**src/rtl/sspc3_pkg.sv**
```systemverilog
// Package: register map, field positions, modes and bus carriers.
// Assumes a single 125 MHz clock domain and an AXI4-Lite register bus.
package sspc3_pkg;

   // Register byte addresses
   localparam logic [7:0] ctrl_two_off   = 8'h00;
   localparam logic [7:0] ctrl_three_off = 8'h04;
   localparam logic [7:0] buf_off        = 8'h08;
   localparam logic [7:0] stat_off       = 8'h0C;
   localparam logic [7:0] mode_off       = 8'h10;

   // Control two fields
   localparam int ack_seq_bit  = 4;
   localparam int recv_bit     = 3;
   localparam int stop_bit     = 2;
   localparam int rstart_bit   = 1;
   localparam int start_bit    = 0;

   // Control three fields
   localparam int ack_time_bit = 7;
   localparam int overwr_bit   = 4;

   // Status fields
   localparam int full_bit     = 0;
   localparam int ovf_bit      = 1;
   localparam int idle_bit     = 2;

   // Reset values
   localparam logic [7:0] ctrl_three_rst = 8'h00;
   localparam logic [7:0] ctrl_two_rst   = 8'h00;

   // AXI responses
   localparam logic [1:0] resp_okay   = 2'b00;
   localparam logic [1:0] resp_slverr = 2'b10;

   typedef enum logic [1:0] {
      mode_spi_master,
      mode_spi_slave,
      mode_i2c_master,
      mode_i2c_slave
   } port_mode_e;

   typedef struct packed {
      logic       awvalid;
      logic [7:0] awaddr;
      logic       wvalid;
      logic [31:0] wdata;
      logic [3:0] wstrb;
      logic       bready;
      logic       arvalid;
      logic [7:0] araddr;
      logic       rready;
   } axil_req_s;

   typedef struct packed {
      logic        awready;
      logic        wready;
      logic        bvalid;
      logic [1:0]  bresp;
      logic        arready;
      logic        rvalid;
      logic [31:0] rdata;
      logic [1:0]  rresp;
   } axil_rsp_s;

endpackage

```
**src/rtl/rx_buffer_ctl.sv**
```systemverilog
// Receive buffer update and overflow logic for the shift data buffer.
// Assumes byte-done strobes and clears arrive on the same clock.
`timescale 1ns/100ps
module rx_buffer_ctl
   import sspc3_pkg::*;
#(
   parameter int width = 8
) (
   // Clock and reset
   input  wire logic             clk,
   input  wire logic             rst,
   // Controls
   input  wire port_mode_e       mode,
   input  wire logic             overwrite_en,
   // Received byte
   input  wire logic             byte_done,
   input  wire logic [width-1:0] byte_in,
   // Software side
   input  wire logic             buf_read,
   input  wire logic             ovf_clear,
   input  wire logic             sw_load,
   input  wire logic [width-1:0] sw_data,
   // State
   output logic [width-1:0]      buf_data,
   output logic                  full,
   output logic                  ovf
);
   if (width < 1) begin
      $error("width must be positive");
   end

   typedef struct packed {
      logic [width-1:0] data;
      logic             full;
      logic             ovf;
   } st_s;

   st_s q, d;
   logic slave;
   logic take;
   logic lost;

   always_comb begin
      d = q;
      slave = (mode == mode_spi_slave) || (mode == mode_i2c_slave);
      // Masters ignore the overwrite enable
      take = byte_done && (!q.full || !slave ||
             (overwrite_en && mode == mode_spi_slave));
      lost = byte_done && q.full && !take;
      if (buf_read) d.full = 1'b0;
      if (ovf_clear) d.ovf = 1'b0;
      if (sw_load) d.data = sw_data;
      if (take) begin
         d.data = byte_in;
         d.full = 1'b1;
      end
      if (lost) begin
         d.ovf  = 1'b1;
         d.full = 1'b1;
      end
   end

   always_ff @(posedge clk) begin
      if (rst) begin
         q <= '0;
      end else begin
         q <= d;
      end
   end

   assign buf_data = q.data;
   assign full     = q.full;
   assign ovf      = q.ovf;
endmodule

```
**src/rtl/sync_serial_port_ctrl3.sv**
```systemverilog
// Control three slice of a synchronous serial port: sequence request
// gating while the bus engine is busy, and the buffer overwrite option.
// Assumes the engine reports idle and byte completion on this clock.
//
// Contract
// - Engine busy: refuse setting ack, receive, stop, restart, start bits.
// - Engine busy: software writes to the data buffer are ignored.
// - SPI slave, no overwrite, byte while full: set overflow, keep buffer.
// - In I2C or SPI master mode the overwrite enable has no effect.
`timescale 1ns/100ps
module sync_serial_port_ctrl3
   import sspc3_pkg::*;
(
   // Clock and reset
   input  wire logic       clk,
   input  wire logic       rst,
   // Register bus
   input  wire axil_req_s  axi_req,
   output axil_rsp_s       axi_rsp,
   // Engine side
   input  wire logic       engine_idle,
   input  wire logic       byte_done,
   input  wire logic [7:0] byte_in,
   input  wire logic       seq_done,
   // Outputs to the engine
   output logic [4:0]      seq_request,
   output logic            overwrite_en,
   output logic [1:0]      port_mode,
   output logic [7:0]      tx_data,
   output logic            tx_load
);
   typedef struct packed {
      axil_rsp_s   rsp;
      logic        aw_got;
      logic [7:0]  aw_addr;
      logic        w_got;
      logic [31:0] w_data;
      logic [3:0]  w_strb;
      logic [7:0]  ctrl_two;
      logic [7:0]  ctrl_three;
      port_mode_e  mode;
      logic        tx_load;
      logic        idle_s;
   } st_s;

   st_s q, d;
   logic [7:0] buf_data;
   logic       full;
   logic       ovf;
   logic       buf_read;
   logic       ovf_clear;
   logic       sw_load;

   function automatic logic known(input logic [7:0] a);
      known = (a == ctrl_two_off) || (a == ctrl_three_off) ||
              (a == buf_off) || (a == stat_off) || (a == mode_off);
   endfunction

   // Register map must be word aligned
   if (ctrl_two_off[1:0] != 2'b00 || ctrl_three_off[1:0] != 2'b00 ||
       buf_off[1:0] != 2'b00 || stat_off[1:0] != 2'b00 ||
       mode_off[1:0] != 2'b00) begin
      $error("register offsets must be word aligned");
   end
   // Status fields must sit in the low byte
   if (full_bit > 7 || ovf_bit > 7 || idle_bit > 7) begin
      $error("status fields must sit in the low byte");
   end
   if (ack_time_bit != 7 || overwr_bit > 6) begin
      $error("control three fields out of range");
   end

   // Request bits hold their value while the engine is busy
   function automatic logic [7:0] ctrl_two_next(
      input logic [7:0] cur,
      input logic [7:0] val,
      input logic       idle
   );
      ctrl_two_next = idle ? val : {val[7:5], cur[4:0]};
   endfunction

   // Acknowledge-time status stays read-only
   function automatic logic [7:0] ctrl_three_next(
      input logic [7:0] cur,
      input logic [7:0] val
   );
      ctrl_three_next = {cur[ack_time_bit], val[6:0]};
   endfunction

   // Status byte: full, overflow and the registered idle level
   function automatic logic [7:0] status_byte(
      input logic f,
      input logic o,
      input logic i
   );
      logic [7:0] s;
      s = 8'h00;
      s[full_bit] = f;
      s[ovf_bit]  = o;
      s[idle_bit] = i;
      return s;
   endfunction

   rx_buffer_ctl #(
      .width(8)
   ) u_rx (
      .clk         (clk),
      .rst         (rst),
      .mode        (q.mode),
      .overwrite_en(q.ctrl_three[overwr_bit]),
      .byte_done   (byte_done),
      .byte_in     (byte_in),
      .buf_read    (buf_read),
      .ovf_clear   (ovf_clear),
      .sw_load     (sw_load),
      .sw_data     (q.w_data[7:0]),
      .buf_data    (buf_data),
      .full        (full),
      .ovf         (ovf)
   );

   always_comb begin
      logic wr;
      logic [7:0] wv;
      wr = 1'b0;
      wv = 8'h00;
      d = q;
      buf_read = 1'b0;
      ovf_clear = 1'b0;
      sw_load = 1'b0;
      d.tx_load = 1'b0;
      d.idle_s = engine_idle;
      // Hardware clears the requests when a sequence ends
      if (seq_done) begin
         d.ctrl_two[4:0] = 5'h00;
      end
      // Address and data may arrive in either order
      if (axi_req.awvalid && q.rsp.awready) begin
         d.aw_got = 1'b1;
         d.aw_addr = axi_req.awaddr;
         d.rsp.awready = 1'b0;
      end
      if (axi_req.wvalid && q.rsp.wready) begin
         d.w_got = 1'b1;
         d.w_data = axi_req.wdata;
         d.w_strb = axi_req.wstrb;
         d.rsp.wready = 1'b0;
      end

      // Write commit
      if (q.aw_got && q.w_got && !q.rsp.bvalid) begin
         wr = q.w_strb[0];
         wv = q.w_data[7:0];
         d.rsp.bvalid = 1'b1;
         d.rsp.bresp = known(q.aw_addr) ? resp_okay : resp_slverr;
         d.aw_got = 1'b0;
         d.w_got = 1'b0;
         if (wr) begin
            unique case (q.aw_addr)
               ctrl_two_off:
                  d.ctrl_two = ctrl_two_next(d.ctrl_two, wv, engine_idle);
               ctrl_three_off:
                  d.ctrl_three = ctrl_three_next(q.ctrl_three, wv);
               buf_off: begin
                  if (engine_idle) begin
                     sw_load = 1'b1;
                     d.tx_load = 1'b1;
                  end
               end
               stat_off: ovf_clear = !wv[ovf_bit];
               mode_off: d.mode = port_mode_e'(wv[1:0]);
               default: ;
            endcase
         end
      end

      // Write response
      if (q.rsp.bvalid && axi_req.bready) begin
         d.rsp.bvalid = 1'b0;
         d.rsp.awready = 1'b1;
         d.rsp.wready = 1'b1;
      end

      // Read channel
      if (axi_req.arvalid && q.rsp.arready) begin
         d.rsp.arready = 1'b0;
         d.rsp.rvalid = 1'b1;
         d.rsp.rresp = known(axi_req.araddr) ? resp_okay : resp_slverr;
         d.rsp.rdata = 32'h0000_0000;
         unique case (axi_req.araddr)
            ctrl_two_off:   d.rsp.rdata[7:0] = q.ctrl_two;
            ctrl_three_off: d.rsp.rdata[7:0] = q.ctrl_three;
            buf_off: begin
               d.rsp.rdata[7:0] = buf_data;
               buf_read = 1'b1;
            end
            stat_off: d.rsp.rdata[7:0] = status_byte(full, ovf, q.idle_s);
            mode_off: d.rsp.rdata[1:0] = q.mode;
            default: ;
         endcase
      end

      // Read response
      if (q.rsp.rvalid && axi_req.rready) begin
         d.rsp.rvalid = 1'b0;
         d.rsp.arready = 1'b1;
      end
   end

   always_ff @(posedge clk) begin
      if (rst) begin
         q <= '0;
         q.ctrl_two <= ctrl_two_rst;
         q.ctrl_three <= ctrl_three_rst;
         q.mode <= mode_spi_master;
         q.rsp.awready <= 1'b1;
         q.rsp.wready <= 1'b1;
         q.rsp.arready <= 1'b1;
      end else begin
         q <= d;
      end
   end

   assign axi_rsp      = q.rsp;
   assign seq_request  = q.ctrl_two[4:0];
   assign overwrite_en = q.ctrl_three[overwr_bit];
   assign port_mode    = q.mode;
   assign tx_data      = buf_data;
   assign tx_load      = q.tx_load;
endmodule

```
**config.mk**
```make
export PLATFORM = sky130hd
export DESIGN_NAME = sync_serial_port_ctrl3
export DESIGN_NICKNAME = d
export VERILOG_FILES = /design/src/rtl/sspc3_pkg.sv /design/src/rtl/rx_buffer_ctl.sv /design/src/rtl/sync_serial_port_ctrl3.sv
export SDC_FILE = /design/constraint.sdc
export NUM_CORES = 1
export LEC_CHECK = 0
export BUFFER_PORTS_ARGS = -buffer_cell sky130_fd_sc_hd__buf_2
export CORE_AREA = 2 2 85 87
export DETAILED_ROUTE_END_ITERATION = 8
export DIE_AREA = 0 0 87 89
export PLACE_DENSITY_LB_ADDON = 0.1
export RECOVER_POWER = 25
export SETUP_SLACK_MARGIN = 0.5
export SYNTH_ARGS = -nofsm -noshare
export SYNTH_HDL_FRONTEND = slang
export SYNTH_HIERARCHICAL = 1
export SYNTH_SLANG_ARGS = --single-unit
```
**constraint.sdc**
```tcl
create_clock -name clk -period 2.75 [get_ports clk]
set_input_delay 0.275 -clock clk [delete_from_list [all_inputs] [get_ports clk]]
set_output_delay 0.275 -clock clk [all_outputs]
set_load 0.01 [all_outputs]
```
==> impl_metrics.prom <==
# TYPE chip_impl_metric gauge
chip_impl_info{name="status",value="finished with violations"} 1
chip_impl_info{name="violations_in_the_final_reports",value="max-capacitance violations, max-slew violations"} 1
chip_impl_metric{name="fin_nets",unit=""} 471
chip_impl_metric{name="post-route-min-period",unit="ns"} 2.16
chip_impl_metric{name="share_comb_of_total_power",unit=""} 0.105
chip_impl_metric{name="drt_iter0_markers",unit=""} 69
chip_impl_metric{name="layout.core_utilization",unit=""} 0.521
chip_impl_metric{name="clock_insertion_delay_worst_skew",unit="ns"} 0.35
chip_impl_info{name="regToRegStartpoint",value="q[57]"} 1
chip_impl_metric{name="io-pin-count",unit=""} 128
chip_impl_metric{name="p_int",unit="uW"} 1470
chip_impl_info{name="timing.critical_path.to_type",value="register"} 1
chip_impl_metric{name="route.detailed.wl_per_inst",unit="um"} 14.7
chip_impl_metric{name="layout.cell_area.non_filler",unit="um2"} 3500
chip_impl_metric{name="max-cap-violations",unit=""} 1
chip_impl_metric{name="post_synthesis_compound_gate_area_fraction",unit=""} 0.128
chip_impl_metric{name="grt_remaining_overflow",unit=""} 0
chip_impl_metric{name="routed_wirelength",unit="um"} 7140
chip_impl_metric{name="gp_routability_congestion",unit=""} 0.805
chip_impl_metric{name="ir_drop",unit="uV"} 280
chip_impl_metric{name="cts_max_level",unit=""} 3
chip_impl_metric{name="clock-skew-final",unit="ns"} 0.0115
chip_impl_metric{name="worst_slew_pin_slew",unit="ns"} 1.81
chip_impl_metric{name="io_buffers",unit=""} 74
chip_impl_metric{name="p_sw_frac",unit=""} 0.266
chip_impl_metric{name="synthesis.area",unit="um2"} 3220
chip_impl_metric{name="diodes",unit=""} 0
chip_impl_info{name="min_from",value="axi_req[47]"} 1
chip_impl_metric{name="drive_gt1_frac",unit=""} 0.240
chip_impl_metric{name="drtAntennaViolNets",unit=""} 0
chip_impl_metric{name="report.final.setup_viol",unit=""} 0
chip_impl_metric{name="clock_tree.buffer_depth",unit=""} 2
chip_impl_info{name="hold_class",value="input pin to register"} 1
chip_impl_metric{name="synth_adder_area_share",unit=""} 0
chip_impl_metric{name="worst-endpoint-required",unit="ns"} 2.89
chip_impl_metric{name="grt_max_degree",unit=""} 39
chip_impl_metric{name="grt_antenna_before_repair",unit=""} 0
chip_impl_metric{name="timing.fmax",unit="MHz"} 463
chip_impl_metric{name="floorplan.die_area",unit="um2"} 7740
chip_impl_info{name="largest_family_of_logic_cells_by_synthesized_area",value="simple AND/OR/NAND/NOR gates"} 1
chip_impl_metric{name="design.core.area",unit="um2"} 6720
chip_impl_metric{name="final.setup.worst_slack",unit="ns"} 0.589
chip_impl_metric{name="gr-usage-all-layers",unit=""} 0.189
chip_impl_metric{name="timing.final.hold_violations",unit=""} 0
chip_impl_info{name="ys_dominant_reg_cell",value="sky130_fd_sc_hd__dfxtp_1"} 1
chip_impl_metric{name="first_global_vias",unit=""} 2254
chip_impl_metric{name="netlist-cell-type-count",unit=""} 44
chip_impl_metric{name="synthXorXnorAreaFrac",unit=""} 0
chip_impl_metric{name="flip_flop_and_latch_count_after_synthesis",unit=""} 63
chip_impl_metric{name="ys_async_sr_fraction",unit=""} 0
chip_impl_info{name="worst_setup_path_start_kind",value="register"} 1
chip_impl_metric{name="clock-sinks",unit=""} 63
chip_impl_metric{name="p_sw",unit="uW"} 534
chip_impl_metric{name="drc",unit=""} 0
chip_impl_metric{name="cp_data_arrival_time",unit="ns"} 2.30
chip_impl_metric{name="slew_limit_fails",unit=""} 39
chip_impl_metric{name="totalNegativeSetupSlack",unit="ns"} 0
chip_impl_metric{name="area.sequential",unit="um2"} 1260
chip_impl_metric{name="place_area",unit="um2"} 3320
chip_impl_metric{name="cts-buffers-inserted",unit=""} 9
chip_impl_metric{name="via_count",unit=""} 2490
chip_impl_metric{name="leakage",unit="uW"} 0.00145
chip_impl_metric{name="slew_headroom",unit=""} -0.209
chip_impl_metric{name="finalCritPeriodShare",unit=""} 0.786
chip_impl_metric{name="critical_path.max_fanout",unit=""} 8
chip_impl_metric{name="power",unit="uW"} 2010
chip_impl_metric{name="post_synth_mux_area_share",unit=""} 0.115
chip_impl_metric{name="ctsHoldBuffers",unit=""} 0
chip_impl_metric{name="post_synth.cell_area_avg",unit="um2"} 8.99
chip_impl_info{name="tritoncts",value="done"} 1
chip_impl_metric{name="multi_input_area",unit="um2"} 1550
chip_impl_metric{name="yosysWarnings",unit=""} 6
chip_impl_info{name="cts_root_buffer",value="sky130_fd_sc_hd__clkbuf_8"} 1
chip_impl_metric{name="ys_seq_area_frac",unit=""} 0.392
chip_impl_info{name="crit_type",value="register to register"} 1
chip_impl_metric{name="floorplan.initialDensity",unit=""} 0.479
chip_impl_metric{name="power.sequential.fraction",unit=""} 0.493
chip_impl_metric{name="grt_first_pass_wirelength",unit="um"} 11200
chip_impl_info{name="crit_path_start",value="q[57]"} 1
chip_impl_metric{name="power.density",unit="nW/um2"} 573
chip_impl_metric{name="dieWidth",unit="um"} 87
chip_impl_metric{name="fp.dieH",unit="um"} 89
chip_impl_metric{name="synth_edf_count",unit=""} 0
chip_impl_metric{name="syn_to_final_growth",unit="%"} 8.83
chip_impl_metric{name="via_per_inst",unit=""} 5.13
chip_impl_metric{name="dp_hpwl",unit="um"} 5190
chip_impl_metric{name="place_worst_setup_slack",unit="ns"} 0.534
chip_impl_metric{name="nFillCells",unit=""} 658
chip_impl_metric{name="placement_rows",unit=""} 30
chip_impl_metric{name="synthSimpleGateAreaFrac",unit=""} 0.208
chip_impl_info{name="unrepaired_setup_endpoints_after_global_routing",value="true"} 1
chip_impl_metric{name="syn_inst_count",unit=""} 358
chip_impl_metric{name="drtPass1Iterations",unit=""} 4
chip_impl_metric{name="clock_power_share",unit=""} 0.402
chip_impl_metric{name="cts.reportedPaths.clkPinSlew",unit="ns"} 0.07
==> area by class of cell <==
| cell class | instances | share of cell area |
|---|---|---|
| tap | 80 | 0.0286 |
| multi-input combinational | 245 | 0.443 |
| sequential | 63 | 0.360 |
| timing repair buffer | 76 | 0.105 |
| clock inverter | 5 | 0.0168 |
| clock buffer | 10 | 0.0393 |
| inverter | 6 | 0.00643 |
==> final timing paths <==
kind / endpoint / slack [ns] / depth (start not counted)
setup / recovery: u_rx/buf_data[1] / 0.59 / 7
hold / removal: axi_rsp[39] / 0.14 / 2
setup reg to reg: u_rx/buf_data[1] / 0.59 / 7
hold reg to reg: axi_rsp[4] / 0.45 / 2
==> layout by cell type (no fill, tap or decap), types with 3 or more instances in the layout <==
cell type                   n
sky130_fd_sc_hd__o21ai_1    4
sky130_fd_sc_hd__and2_1     3
sky130_fd_sc_hd__dfxtp_1   63
sky130_fd_sc_hd__a21oi_1   32
sky130_fd_sc_hd__nand2_1   33
sky130_fd_sc_hd__clkbuf_8  10
sky130_fd_sc_hd__nor3_1     5
sky130_fd_sc_hd__mux2i_1   29
sky130_fd_sc_hd__a211oi_2   8
sky130_fd_sc_hd__or4bb_1    3
sky130_fd_sc_hd__o21ai_0    4
sky130_fd_sc_hd__nor2b_1    6
sky130_fd_sc_hd__a22oi_1    4
sky130_fd_sc_hd__nand2b_1   9
sky130_fd_sc_hd__nor4_1     4
sky130_fd_sc_hd__nor2_1    32
sky130_fd_sc_hd__buf_2     61
sky130_fd_sc_hd__nand3_1   10
sky130_fd_sc_hd__nor3b_1    3
sky130_fd_sc_hd__conb_1    26
sky130_fd_sc_hd__clkbuf_1  13
sky130_fd_sc_hd__mux2_2     4
sky130_fd_sc_hd__inv_1      6
==> per-stage QoR <==
step	hold WS [ns]	cells
floorplan	0.375	383
global placement	0.444	470
detailed placement	0.444	470
CTS	0.127	485
global route	0.153	485
finish	0.136	485
==> timing repair <==
action | CTS | global route
buffers inserted | 0 | 0
gates resized for setup | 1 | 0
setup endpoints to repair | 1 | 3
pin swaps | 0 | 0
==> routing by layer <==
metal | routed length, um | track usage | up-vias | part of all wire
li1 | - | - | 1259 | -
met1 | 3460 | 0.266 | 1136 | 0.48
met2 | 3130 | 0.278 | 85 | 0.44
met3 | 452 | 0.0379 | 10 | 0.063
met4 | 102 | 0.0881 | 0 | 0.014
met5 | 0 | 0 | - | 0
==> critical path, cell delays in order (launching register included) <==
cell and delay (ns):
sky130_fd_sc_hd__dfxtp_1 0.32, sky130_fd_sc_hd__or4_4 0.61, sky130_fd_sc_hd__nor2_1 0.13, sky130_fd_sc_hd__nand4b_1 0.16
sky130_fd_sc_hd__nor3_1 0.16, sky130_fd_sc_hd__buf_4 0.22, sky130_fd_sc_hd__mux2i_1 0.25, sky130_fd_sc_hd__a211oi_2 0.10
==> flip-flops by register name (all words and copies together), names as in the netlist <==
| name | cells |
|---|---|
| axi_rsp | 15 |
| overwrite_en | 1 |
| port_mode | 2 |
| q | 29 |
| seq_request | 5 |
| tx_load | 1 |
| u_rx/buf_data | 8 |
| u_rx/full | 1 |
| u_rx/ovf | 1 |
==> logic make-up after synthesis <==
family / count (synthesis)
muxes: 35
AOI/OAI and AO/OA: 61
other: 1
and+or+nand+nor: 123
DFF: 63
buffers and inverters: 75
==> synthesized netlist by cell type (3+ instances only) <==
library cell               instances  area share
sky130_fd_sc_hd__o21ai_1           4      0.0062
sky130_fd_sc_hd__buf_4            50        0.12
sky130_fd_sc_hd__a22oi_1           4      0.0093
sky130_fd_sc_hd__clkbuf_1         11       0.013
sky130_fd_sc_hd__mux2i_1          29       0.090
sky130_fd_sc_hd__mux2_2            4       0.014
sky130_fd_sc_hd__nor3b_1           3      0.0070
sky130_fd_sc_hd__or4bb_1           3       0.011
sky130_fd_sc_hd__nor4_1            4      0.0078
sky130_fd_sc_hd__nor2_1           32       0.037
sky130_fd_sc_hd__nand2_1          33       0.039
sky130_fd_sc_hd__nor2b_1           6       0.012
sky130_fd_sc_hd__buf_6             4       0.014
sky130_fd_sc_hd__nand2b_1          9       0.018
sky130_fd_sc_hd__and2_1            3      0.0058
sky130_fd_sc_hd__a21oi_1          32       0.050
sky130_fd_sc_hd__nand3_1          10       0.016
sky130_fd_sc_hd__a211oi_2          8       0.031
sky130_fd_sc_hd__nor3_1            5      0.0078
sky130_fd_sc_hd__dfxtp_1          63        0.39
sky130_fd_sc_hd__inv_1             6      0.0070
sky130_fd_sc_hd__o21ai_0           4      0.0062
==> power by group through the flow <==
stage	clock [uW]	sequential [uW]	combinational, uW
after global routing	865	993	237
final	807	988	211
after global placement	0	1010	208
after CTS	825	987	213
after detailed placement	0	1010	210
after floorplan	0	997	179
(Power assumes the default switching activity.)
